### config.mk
export PLATFORM = sky130hd
export DESIGN_NAME = psic_top
export DESIGN_NICKNAME = d
export VERILOG_FILES = /design/src/rtl/psic_pkg.sv /design/src/rtl/psic_prio.sv /design/src/rtl/psic_top.sv
export SDC_FILE = /design/constraint.sdc
export NUM_CORES = 2
export LEC_CHECK = 0
export BUFFER_PORTS_ARGS = -buffer_cell sky130_fd_sc_hd__clkbuf_2
export CORE_ASPECT_RATIO = 1.75
export CORE_MARGIN = 8
export CORE_UTILIZATION = 45
export CTS_CLUSTER_SIZE = 16
export DETAILED_ROUTE_END_ITERATION = 10
export SLEW_MARGIN = 20
export SYNTH_ARGS = -nofsm -noshare
export SYNTH_HDL_FRONTEND = slang
export SYNTH_SLANG_ARGS = --single-unit
export TNS_END_PERCENT = 5
### constraint.sdc
create_clock -name i_clk -period 3.7 [get_ports i_clk]
set_clock_uncertainty 0.15 [all_clocks]
set_input_delay 0.555 -clock i_clk [delete_from_list [all_inputs] [get_ports i_clk]]
set_output_delay 0.555 -clock i_clk [all_outputs]
set_load 0.05 [all_outputs]
### src/rtl/psic_pkg.sv
// Purpose: shared constants and types for the processor state interrupt control
// Assumes: one 125 MHz clock, synchronous active-high reset
// Notes: register map is a plain address/strobe port
package psic_pkg;

    // ------------------------------------------------------------
    // processor states, one-hot
    // ------------------------------------------------------------
    typedef enum logic [3:0] {
        PSIC_ST_1 = 4'h1,
        PSIC_ST_2 = 4'h2,
        PSIC_ST_3 = 4'h4,
        PSIC_ST_4 = 4'h8
    } psic_state_t;

    // ------------------------------------------------------------
    // sizes
    // ------------------------------------------------------------
    localparam int NUM_SRC = 32;
    localparam int NUM_STATES = 4;
    localparam int NUM_GR = 16;

    // ------------------------------------------------------------
    // register offsets
    // ------------------------------------------------------------
    localparam logic [7:0] ADDR_STATE = 8'h00;
    localparam logic [7:0] ADDR_MASK = 8'h04;
    localparam logic [7:0] ADDR_STATUS = 8'h08;
    localparam logic [7:0] ADDR_PC = 8'h0C;
    localparam logic [7:0] ADDR_FLAG = 8'h10;
    localparam logic [7:0] ADDR_SW_STATE = 8'h14;
    localparam logic [7:0] ADDR_EVT = 8'h18;
    localparam logic [7:0] ADDR_EVT_MASK = 8'h1C;
    localparam logic [7:0] ADDR_CONSOLE = 8'h20;
    localparam logic [7:0] ADDR_GR_BASE = 8'h40;
    localparam logic [7:0] ADDR_GR_LAST = 8'h7C;

    // ------------------------------------------------------------
    // console register select codes
    // ------------------------------------------------------------
    localparam logic [2:0] SEL_SCRATCH_ADDR = 3'h0;
    localparam logic [2:0] SEL_MAIN_ADDR = 3'h1;
    localparam logic [2:0] SEL_MAIN_DATA = 3'h2;
    localparam logic [2:0] SEL_UTILITY = 3'h3;
    localparam logic [2:0] SEL_INTERMEDIATE = 3'h4;
    localparam logic [2:0] SEL_OPCODE = 3'h5;
    localparam logic [2:0] SEL_STATUS = 3'h6;

    // ------------------------------------------------------------
    // source classes: bits 0,1 go to machine-condition state
    // ------------------------------------------------------------
    localparam logic [31:0] MACHINE_SRC_MASK = 32'h0000_0003;
    localparam logic [31:0] UNMASKABLE_SRC = 32'h0000_0003;
    localparam int CONSOLE_REQ_BIT = 17;
    localparam int MACHINE_CHECK_BIT = 1;

    // ------------------------------------------------------------
    // reset values and event bits
    // ------------------------------------------------------------
    localparam logic [31:0] MASK_RESET = 32'h0000_0000;
    localparam logic [31:0] PC_RESET = 32'h0000_0000;
    localparam int EVT_SWITCH = 0;
    localparam int EVT_STOP = 1;
    localparam int EVT_CONSOLE = 2;

    // ------------------------------------------------------------
    // carriers
    // ------------------------------------------------------------
    typedef enum logic [1:0] {
        PSIC_COMPLETE = 2'h0,
        PSIC_SUPPRESS = 2'h1,
        PSIC_TERMINATE = 2'h2
    } psic_action_t;

    typedef struct packed {
        logic sample;
        logic start_device_busy;
        logic [31:0] pc;
        logic [1:0] fault_kind;
    } psic_boundary_t;

    typedef struct packed {
        logic mem_protect;
        logic main_store;
        logic data_reg;
    } psic_parity_t;

    typedef struct packed {
        logic set_pulse;
        logic [2:0] select;
        logic [31:0] data;
    } psic_console_t;

    typedef struct packed {
        logic [6:0] scratch_addr;
        logic [18:0] main_addr;
        logic [31:0] main_data;
        logic [31:0] indicator;
        logic [7:0] opcode;
        logic [3:0] first_reg;
        logic [3:0] second_reg;
        logic staticize;
    } psic_datapath_t;

endpackage

### src/rtl/psic_prio.sv
// Purpose: fixed-order priority encoder for interrupt requests
// Assumes: bit 0 is highest priority
// Notes: purely combinational
`timescale 1ns/1ps
module psic_prio (
    // requests
    input wire logic [31:0] i_req,
    // result
    output logic o_any,
    output logic [4:0] o_idx
);
    always_comb begin
        o_any = 1'b0;
        o_idx = 5'h00;
        for (int i = psic_pkg::NUM_SRC - 1; i >= 0; i--) begin
            if (i_req[i]) begin
                o_any = 1'b1;
                o_idx = 5'(i);
            end
        end
    end
endmodule

### src/rtl/psic_top.sv
// Purpose: processor state switching, per-state masks, console register path
// Assumes: datapath presents an instruction boundary pulse with its outcome
// Notes: on a taken interrupt the state switches in one cycle
//
// The address-and-strobe port and the placing of the registers are this design's own decisions.
`timescale 1ns/1ps
module psic_top (
    // clock and reset
    input wire logic i_clk,
    input wire logic i_srst,
    // interrupt sources, from pins
    input wire logic [31:0] i_src,
    // datapath
    input wire psic_pkg::psic_boundary_t i_bnd,
    input wire psic_pkg::psic_parity_t i_par,
    input wire psic_pkg::psic_datapath_t i_dp,
    // console
    input wire psic_pkg::psic_console_t i_con,
    // register port
    input wire logic [7:0] i_addr,
    input wire logic [31:0] i_wdata,
    input wire logic i_wr,
    input wire logic i_rd,
    output logic [31:0] o_rdata,
    // processor outputs
    output logic [3:0] o_state,
    output logic o_switch,
    output logic [31:0] o_resume_pc,
    output psic_pkg::psic_action_t o_action,
    output logic o_stop,
    output logic [31:0] o_display,
    output logic [31:0] o_utility,
    output logic [31:0] o_intermediate,
    output logic o_irq
);
    // ------------------------------------------------------------
    // storage
    // ------------------------------------------------------------
    psic_pkg::psic_state_t state_reg;
    logic [7:0] pre_level_field;
    logic [31:0] interrupt_mask [4];
    logic [31:0] interrupt_status [4];
    logic [31:0] pc_reg [4];
    logic [31:0] gr_reg [4][16];
    logic [31:0] flag_reg;
    logic [31:0] src_meta_reg;
    logic [31:0] src_sync_reg;
    logic [31:0] pending_reg;
    logic [31:0] utility_reg;
    logic [31:0] intermediate_reg;
    logic [2:0] evt_reg;
    logic [2:0] evt_mask_reg;
    logic [31:0] opcode_display_reg;
    logic [3:0] first_operand_reg_select;
    logic [3:0] second_operand_reg_select;
    logic stop_reg;

    function automatic logic [1:0] st_idx(input psic_pkg::psic_state_t s);
        case (s)
            psic_pkg::PSIC_ST_1: st_idx = 2'h0;
            psic_pkg::PSIC_ST_2: st_idx = 2'h1;
            psic_pkg::PSIC_ST_3: st_idx = 2'h2;
            default: st_idx = 2'h3;
        endcase
    endfunction

    logic [1:0] cur;
    assign cur = st_idx(state_reg);

    // ------------------------------------------------------------
    // request synchronisation and pending
    // ------------------------------------------------------------
    always_ff @(posedge i_clk) begin
        if (i_srst) begin
            src_meta_reg <= 32'h0000_0000;
            src_sync_reg <= 32'h0000_0000;
        end else begin
            src_meta_reg <= i_src;
            src_sync_reg <= src_meta_reg;
        end
    end

    logic [31:0] eligible;
    logic any_req;
    logic [4:0] win_idx;
    logic take;
    logic to_machine;
    logic par_irq;
    logic par_stop;

    // machine check raised by main-store or data-register parity outside state 4, stop inside it; protect errors always stop
    assign par_irq = (i_par.main_store | i_par.data_reg) & (state_reg != psic_pkg::PSIC_ST_4);
    assign par_stop = i_par.mem_protect
        | ((i_par.main_store | i_par.data_reg) & (state_reg == psic_pkg::PSIC_ST_4));

    always_comb begin
        eligible = pending_reg & (interrupt_mask[cur] | psic_pkg::UNMASKABLE_SRC);
        if (i_bnd.start_device_busy) begin
            eligible[psic_pkg::CONSOLE_REQ_BIT] = 1'b0;
        end
        // a handler state is not re-entered by its own class
        if (state_reg == psic_pkg::PSIC_ST_4) begin
            eligible = 32'h0000_0000;
        end else if (state_reg == psic_pkg::PSIC_ST_3) begin
            eligible = eligible & psic_pkg::MACHINE_SRC_MASK;
        end
    end

    psic_prio u_prio (
        .i_req(eligible),
        .o_any(any_req),
        .o_idx(win_idx)
    );

    assign take = i_bnd.sample & any_req & ~stop_reg;
    assign to_machine = psic_pkg::MACHINE_SRC_MASK[win_idx];

    // pending latches every source; only the served one clears
    always_ff @(posedge i_clk) begin
        if (i_srst) begin
            pending_reg <= 32'h0000_0000;
        end else begin
            logic [31:0] nxt;
            nxt = pending_reg;
            if (take) begin
                nxt[win_idx] = 1'b0;
            end
            nxt = nxt | src_sync_reg;
            nxt[psic_pkg::MACHINE_CHECK_BIT] = nxt[psic_pkg::MACHINE_CHECK_BIT] | par_irq;
            pending_reg <= nxt;
        end
    end

    // ------------------------------------------------------------
    // state switch
    // ------------------------------------------------------------
    logic sw_wr;
    assign sw_wr = i_wr & (i_addr == psic_pkg::ADDR_SW_STATE);

    always_ff @(posedge i_clk) begin
        if (i_srst) begin
            state_reg <= psic_pkg::PSIC_ST_1;
            pre_level_field <= 8'h00;
        end else if (take) begin
            pre_level_field <= {4'h0, state_reg};
            state_reg <= to_machine ? psic_pkg::PSIC_ST_4 : psic_pkg::PSIC_ST_3;
        end else if (sw_wr) begin
            // executive software moves to any state, e.g. into state 2
            case (i_wdata[1:0])
                2'h0: state_reg <= psic_pkg::PSIC_ST_1;
                2'h1: state_reg <= psic_pkg::PSIC_ST_2;
                2'h2: state_reg <= psic_pkg::PSIC_ST_3;
                default: state_reg <= psic_pkg::PSIC_ST_4;
            endcase
            pre_level_field <= {4'h0, state_reg};
        end
    end

    always_ff @(posedge i_clk) begin
        if (i_srst) begin
            o_switch <= 1'b0;
            o_action <= psic_pkg::PSIC_COMPLETE;
            o_resume_pc <= psic_pkg::PC_RESET;
        end else begin
            o_switch <= take;
            if (take) begin
                o_action <= psic_pkg::psic_action_t'(i_bnd.fault_kind);
                o_resume_pc <= pc_reg[to_machine ? 2'h3 : 2'h2];
            end
        end
    end

    // ------------------------------------------------------------
    // per-state scratch pad and shared flag register
    // ------------------------------------------------------------
    logic [3:0] gr_idx;
    assign gr_idx = i_addr[5:2];

    always_ff @(posedge i_clk) begin
        if (i_srst) begin
            for (int s = 0; s < psic_pkg::NUM_STATES; s++) begin
                interrupt_mask[s] <= psic_pkg::MASK_RESET;
                interrupt_status[s] <= 32'h0000_0000;
                pc_reg[s] <= psic_pkg::PC_RESET;
            end
            flag_reg <= 32'h0000_0000;
        end else begin
            if (i_wr) begin
                case (i_addr)
                    psic_pkg::ADDR_MASK: interrupt_mask[cur] <= i_wdata;
                    psic_pkg::ADDR_STATUS: interrupt_status[cur] <= i_wdata;
                    psic_pkg::ADDR_PC: pc_reg[cur] <= i_wdata;
                    psic_pkg::ADDR_FLAG: flag_reg <= i_wdata;
                    default: ;
                endcase
            end
            // hardware sets land over a same-cycle software write
            if (take) begin
                pc_reg[cur] <= i_bnd.pc;
                interrupt_status[to_machine ? 2'h3 : 2'h2][win_idx] <= 1'b1;
                flag_reg[win_idx] <= 1'b1;
            end
        end
    end

    // general registers: one bank per state, no reset
    always_ff @(posedge i_clk) begin
        if (i_wr && i_addr >= psic_pkg::ADDR_GR_BASE && i_addr <= psic_pkg::ADDR_GR_LAST) begin
            gr_reg[cur][gr_idx] <= i_wdata;
        end
    end

    // ------------------------------------------------------------
    // console set and display
    // ------------------------------------------------------------
    always_ff @(posedge i_clk) begin
        if (i_srst) begin
            utility_reg <= 32'h0000_0000;
            intermediate_reg <= 32'h0000_0000;
            opcode_display_reg <= 32'h0000_0000;
        end else begin
            if (i_con.set_pulse) begin
                case (i_con.select)
                    // whole word replaced, unlit bits are lost
                    psic_pkg::SEL_UTILITY: utility_reg <= i_dp.indicator;
                    psic_pkg::SEL_INTERMEDIATE: intermediate_reg <= i_con.data;
                    psic_pkg::SEL_OPCODE: opcode_display_reg <= i_con.data;
                    default: ;
                endcase
            end else if (i_dp.staticize) begin
                opcode_display_reg[15:0] <= {i_dp.opcode,
                    i_dp.first_reg, i_dp.second_reg};
            end
        end
    end

    always_comb begin
        first_operand_reg_select = opcode_display_reg[7:4];
        second_operand_reg_select = opcode_display_reg[3:0];
    end

    always_ff @(posedge i_clk) begin
        if (i_srst) begin
            o_display <= 32'h0000_0000;
        end else begin
            case (i_con.select)
                psic_pkg::SEL_SCRATCH_ADDR: o_display <= {25'h0, i_dp.scratch_addr};
                psic_pkg::SEL_MAIN_ADDR: o_display <= {13'h0, i_dp.main_addr};
                psic_pkg::SEL_MAIN_DATA: o_display <= i_dp.main_data;
                psic_pkg::SEL_UTILITY: o_display <= utility_reg;
                psic_pkg::SEL_INTERMEDIATE: o_display <= intermediate_reg;
                psic_pkg::SEL_OPCODE: o_display <= {opcode_display_reg[31:8],
                    first_operand_reg_select, second_operand_reg_select};
                psic_pkg::SEL_STATUS: o_display <= {16'h0000, pre_level_field,
                    4'h0, state_reg};
                default: o_display <= 32'h0000_0000;
            endcase
        end
    end

    // ------------------------------------------------------------
    // stop, events, interrupt line
    // ------------------------------------------------------------
    always_ff @(posedge i_clk) begin
        if (i_srst) begin
            stop_reg <= 1'b0;
        end else if (par_stop) begin
            stop_reg <= 1'b1;
        end
    end

    logic [2:0] evt_set;
    assign evt_set = {i_con.set_pulse, par_stop, take};

    always_ff @(posedge i_clk) begin
        if (i_srst) begin
            evt_reg <= 3'h0;
            evt_mask_reg <= 3'h0;
        end else begin
            // set wins over a simultaneous clear
            if (i_wr && i_addr == psic_pkg::ADDR_EVT) begin
                evt_reg <= (evt_reg & ~i_wdata[2:0]) | evt_set;
            end else begin
                evt_reg <= evt_reg | evt_set;
            end
            if (i_wr && i_addr == psic_pkg::ADDR_EVT_MASK) begin
                evt_mask_reg <= i_wdata[2:0];
            end
        end
    end

    always_ff @(posedge i_clk) begin
        if (i_srst) begin
            o_irq <= 1'b0;
            o_stop <= 1'b0;
            o_state <= 4'h1;
            o_utility <= 32'h0000_0000;
            o_intermediate <= 32'h0000_0000;
        end else begin
            o_irq <= |(evt_reg & evt_mask_reg);
            o_stop <= stop_reg;
            o_state <= state_reg;
            o_utility <= utility_reg;
            o_intermediate <= intermediate_reg;
        end
    end

    // ------------------------------------------------------------
    // read port
    // ------------------------------------------------------------
    always_ff @(posedge i_clk) begin
        if (i_srst) begin
            o_rdata <= 32'h0000_0000;
        end else if (i_rd) begin
            if (i_addr >= psic_pkg::ADDR_GR_BASE && i_addr <= psic_pkg::ADDR_GR_LAST) begin
                o_rdata <= gr_reg[cur][gr_idx];
            end else begin
                case (i_addr)
                    psic_pkg::ADDR_STATE: o_rdata <= {28'h0000000, state_reg};
                    psic_pkg::ADDR_MASK: o_rdata <= interrupt_mask[cur];
                    psic_pkg::ADDR_STATUS: o_rdata <= interrupt_status[cur];
                    psic_pkg::ADDR_PC: o_rdata <= pc_reg[cur];
                    psic_pkg::ADDR_FLAG: o_rdata <= flag_reg;
                    psic_pkg::ADDR_SW_STATE: o_rdata <= {30'h0, cur};
                    psic_pkg::ADDR_EVT: o_rdata <= {29'h0, evt_reg};
                    psic_pkg::ADDR_EVT_MASK: o_rdata <= {29'h0, evt_mask_reg};
                    psic_pkg::ADDR_CONSOLE: o_rdata <= {16'h0000, pre_level_field,
                        3'h0, stop_reg, pending_reg[3:0]};
                    default: o_rdata <= 32'h0000_0000;
                endcase
            end
        end
    end

endmodule

==> impl_results.md <==
* Final Hold Viols at 0
* TritonCTS Buffers at roughly 250
* CTS H-tree depth at 4
* Num ports at between 400 and 500
* #FFs+latches synth at between 2000 and 3000
* Post-synth ARST share at 0%
* Share of layout cells above drive strength 1 at 33.66%
* Clock share of power at a little over a third
* Synth Area in Compound Gates at between 3 and 4%
* CTS tree: yes
* Crit share post-route at 105.3%
* Core ar. at between 0.2 and 0.25 mm^2
* Post-synthesis xor/xnor area fraction at less than 1%
* CP Launch Type: flop
* Post-route cell area at approximately 0.14 mm^2
* Share of power burned in registers at 46.7%
* Final non-filler cell total at between 10000 and 15000
* RSZ-0062 raised after global routing: yes
* Post-place setup slack at -426.1 ps
* Crit-path max FO at 9
* Largest net degree at the start of global routing at between 100 and 150
* Mux cell area share after synthesis at ~16%
* Starting Density at 45.07%
* Worst min path class: in -> reg
* Clock sinks at around 2800
* Root buf cell: clkbuf_16
* Max VDD drop at 0.4245 mV
* Chip Height at 674.5 um
* Top-count cell post-synth: edfxtp_1
* Die X at about 390 um
* HPWL Detailed at ~250 mm
* Syn Area/Cell at 18.06 um^2
* Post-Place Cells at roughly 10000
* PwrDens at roughly 560 mW/mm^2
* Slew Viols, Final at 0
* Synth cell count leaders: edfxtp_1 (2368), mux4_2 (741), dfxtp_1 (472)
* Top cells by area, synth: edfxtp_1 (64%), mux4_2 (15%), dfxtp_1 (8.5%), nor2_1 (1.5%), nand2_1 (1.3%)
* Synth Warn # at 0
* Post-route minimum period at between 3000 and 4000 ps
* Combinational fraction of design power at a little under a fifth
* Synth Area in Simple Gates at ~5.6%
* GRT overflow at 0
* Post-Synth Adder-Cell Area at 0%
* Syn-to-layout area delta at 21.60%
* Maxcap violations at 0
* Post-Syn Area at 0.1115 mm^2
* Final antenna-violating net count at 0
* Pint at approximately 56 mW
* EDFF count, synth at 2368
* Fmax at between 0.2 and 0.3 GHz
* Vias in the first global route at 66890
* Critical path class: reg -> reg
* Avg WL per Cell at roughly 33 um
* Slew margin rel. at roughly a fifth
* Post-layout util at between 50% and 60%
* Final worst slack at -195.6 ps
* Final Wtd Congestion at about 0.95
* Crit path arrival time at 4510 ps
* CP endpoint kind: flop
* Clock slew at reported path FFs at about 70 ps
* Main combinational cell family by area after synthesis: multiplexers
* Final setup fails at 269
* Most used flip-flop cell after synthesis: edfxtp_1
* Distinct cells, synth at around 80
* Sequential fraction of the synthesis area at between 70% and 80%
* Final wirelength at between 300 and 400 mm
* Psw at roughly 19 mW
* Total GRT Usage at approximately a quarter
* CP Data Required Time at about 4300 ps
* Syn Inst Count at ~6200
* Top cell type's share of synthesized area at 63.78%
* WHS at 41.25 ps
* Placed Area at approximately 0.12 mm^2
* Clk_lat worst skew at about 910 ps
* # port buffers at around 430
* Worst Tran Pin Value at 1219 ps
* Initial antenna violation count at 21
* Cell taking the most area after synthesis: edfxtp_1
* DRC at 0
* Drt pass-1 iters at 7
* Failing checks: negative setup slack
* Via density at slightly below 6
* Initial DRC count at 5526
* Max clock buf depth at 4
* Static Leakage at about 46 nW
* Vias at 63880
* Status: finished, violations left
* Max reg flops at 2048
* # rows at 242
* Net Count, Synth at approximately 6400
* Setup TNS at -23690 ps
* Die ar. at between 0.2 and 0.3 mm^2
* Sw frac at around a quarter
* Power, Total at 75.69 mW
* First-pass GRT wire length at about 500 mm
* Nets@finish at 7625
* Fillers at a little under 20000
[timing repair]
action                     4_1_cts  5_1_grt
cloned                          14        0
hold buffers                   189        0
setup endpoints to repair      414      415
hold endpoints to repair       289        0
gates resized for setup        160       51
pin swaps                       56       27
setup buffers                   41        0
[critical path: stages (launching register included)]
cell and delay (ps):
dfxtp_4 360, or4b_4 620, buf_6 160, buf_12 130, o211ai_1 150, buf_4 170
buf_4 100, buf_4 90, buf_4 90, buf_4 90, buf_4 90, nand3_1 250
a22oi_1 390, nand4_1 450, a21oi_1 320, buf_4 150, nor3_1 40
[final cells by class]
| cell class | instances | area, um^2 | share of cell area (%) |
|---|---|---|---|
| Antenna cell | 12 | 30.03 | 0.02215 |
| Clock buffer | 309 | 6670 | 4.920 |
| Clock inverter | 139 | 1469 | 1.084 |
| Inverter | 58 | 217.7 | 0.1606 |
| Multi-Input combinational cell | 2849 | 30220 | 22.29 |
| Sequential cell | 2840 | 80560 | 59.43 |
| Tap cell | 3294 | 4121 | 3.040 |
| Timing Repair Buffer | 1372 | 12270 | 9.054 |
[cell families after synthesis]
| kind of cell | after synthesis |
|---|---|
| flops | 2840 |
| compound gates | 636 |
| mux | 894 |
| xor+xnor | 4 |
| buf+inv | 483 |
| simple gates | 1315 |
[path summary, 6_finish.rpt]
path | start | end | slack (ps) | depth (start not counted)
setup / recovery | state_reg[1] | o_rdata[6] | -200 | 16
setup reg to reg | state_reg[1] | o_rdata[6] | -200 | 16
hold reg to reg | src_meta_reg[18] | src_sync_reg[18] | 280 | 1
hold / removal | i_dp[83] | o_display[2] | 40 | 4
[layer usage]
layer,GRT usage [%],share of wire [%]
met3,3.674,6.0
met5,0,0.015
met4,16.25,7.5
met2,48.53,53
met1,29.03,34
[power groups by stage]
stage	combinational [mW]	sequential, mW	clock [mW]
after floorplan	7.05	36.2	0
after global placement	12.9	36.0	0
after detailed placement	13.0	36.0	0
after CTS	13.9	35.3	26.8
after global routing	14.5	35.3	27.9
final	13.9	35.3	26.4
[cells in the final DEF, fill, tap and decap left out, types with 25 or more instances in the layout]
cell           count
inv_1             59
and3_1            68
o211ai_1          27
nand2_1          369
clkbuf_16        252
a21oi_1          163
and2_1            44
clkinv_1          38
and3b_1           29
buf_6             31
buf_12           162
nor2_4            67
nand3_1           37
nor2_1           366
clkbuf_1          42
mux4_2           741
a211oi_1          68
dlygate4sd3_1    189
o21ai_0           86
nor2_2            25
bufinv_16         29
buf_4            544
mux2i_1          119
nor3b_1           49
clkbuf_2         422
a22oi_1           58
edfxtp_1        2368
dfxtp_1          468
clkinv_2          45
nor2b_1          141
nor3_1            32
(Power assumes the default switching activity.)
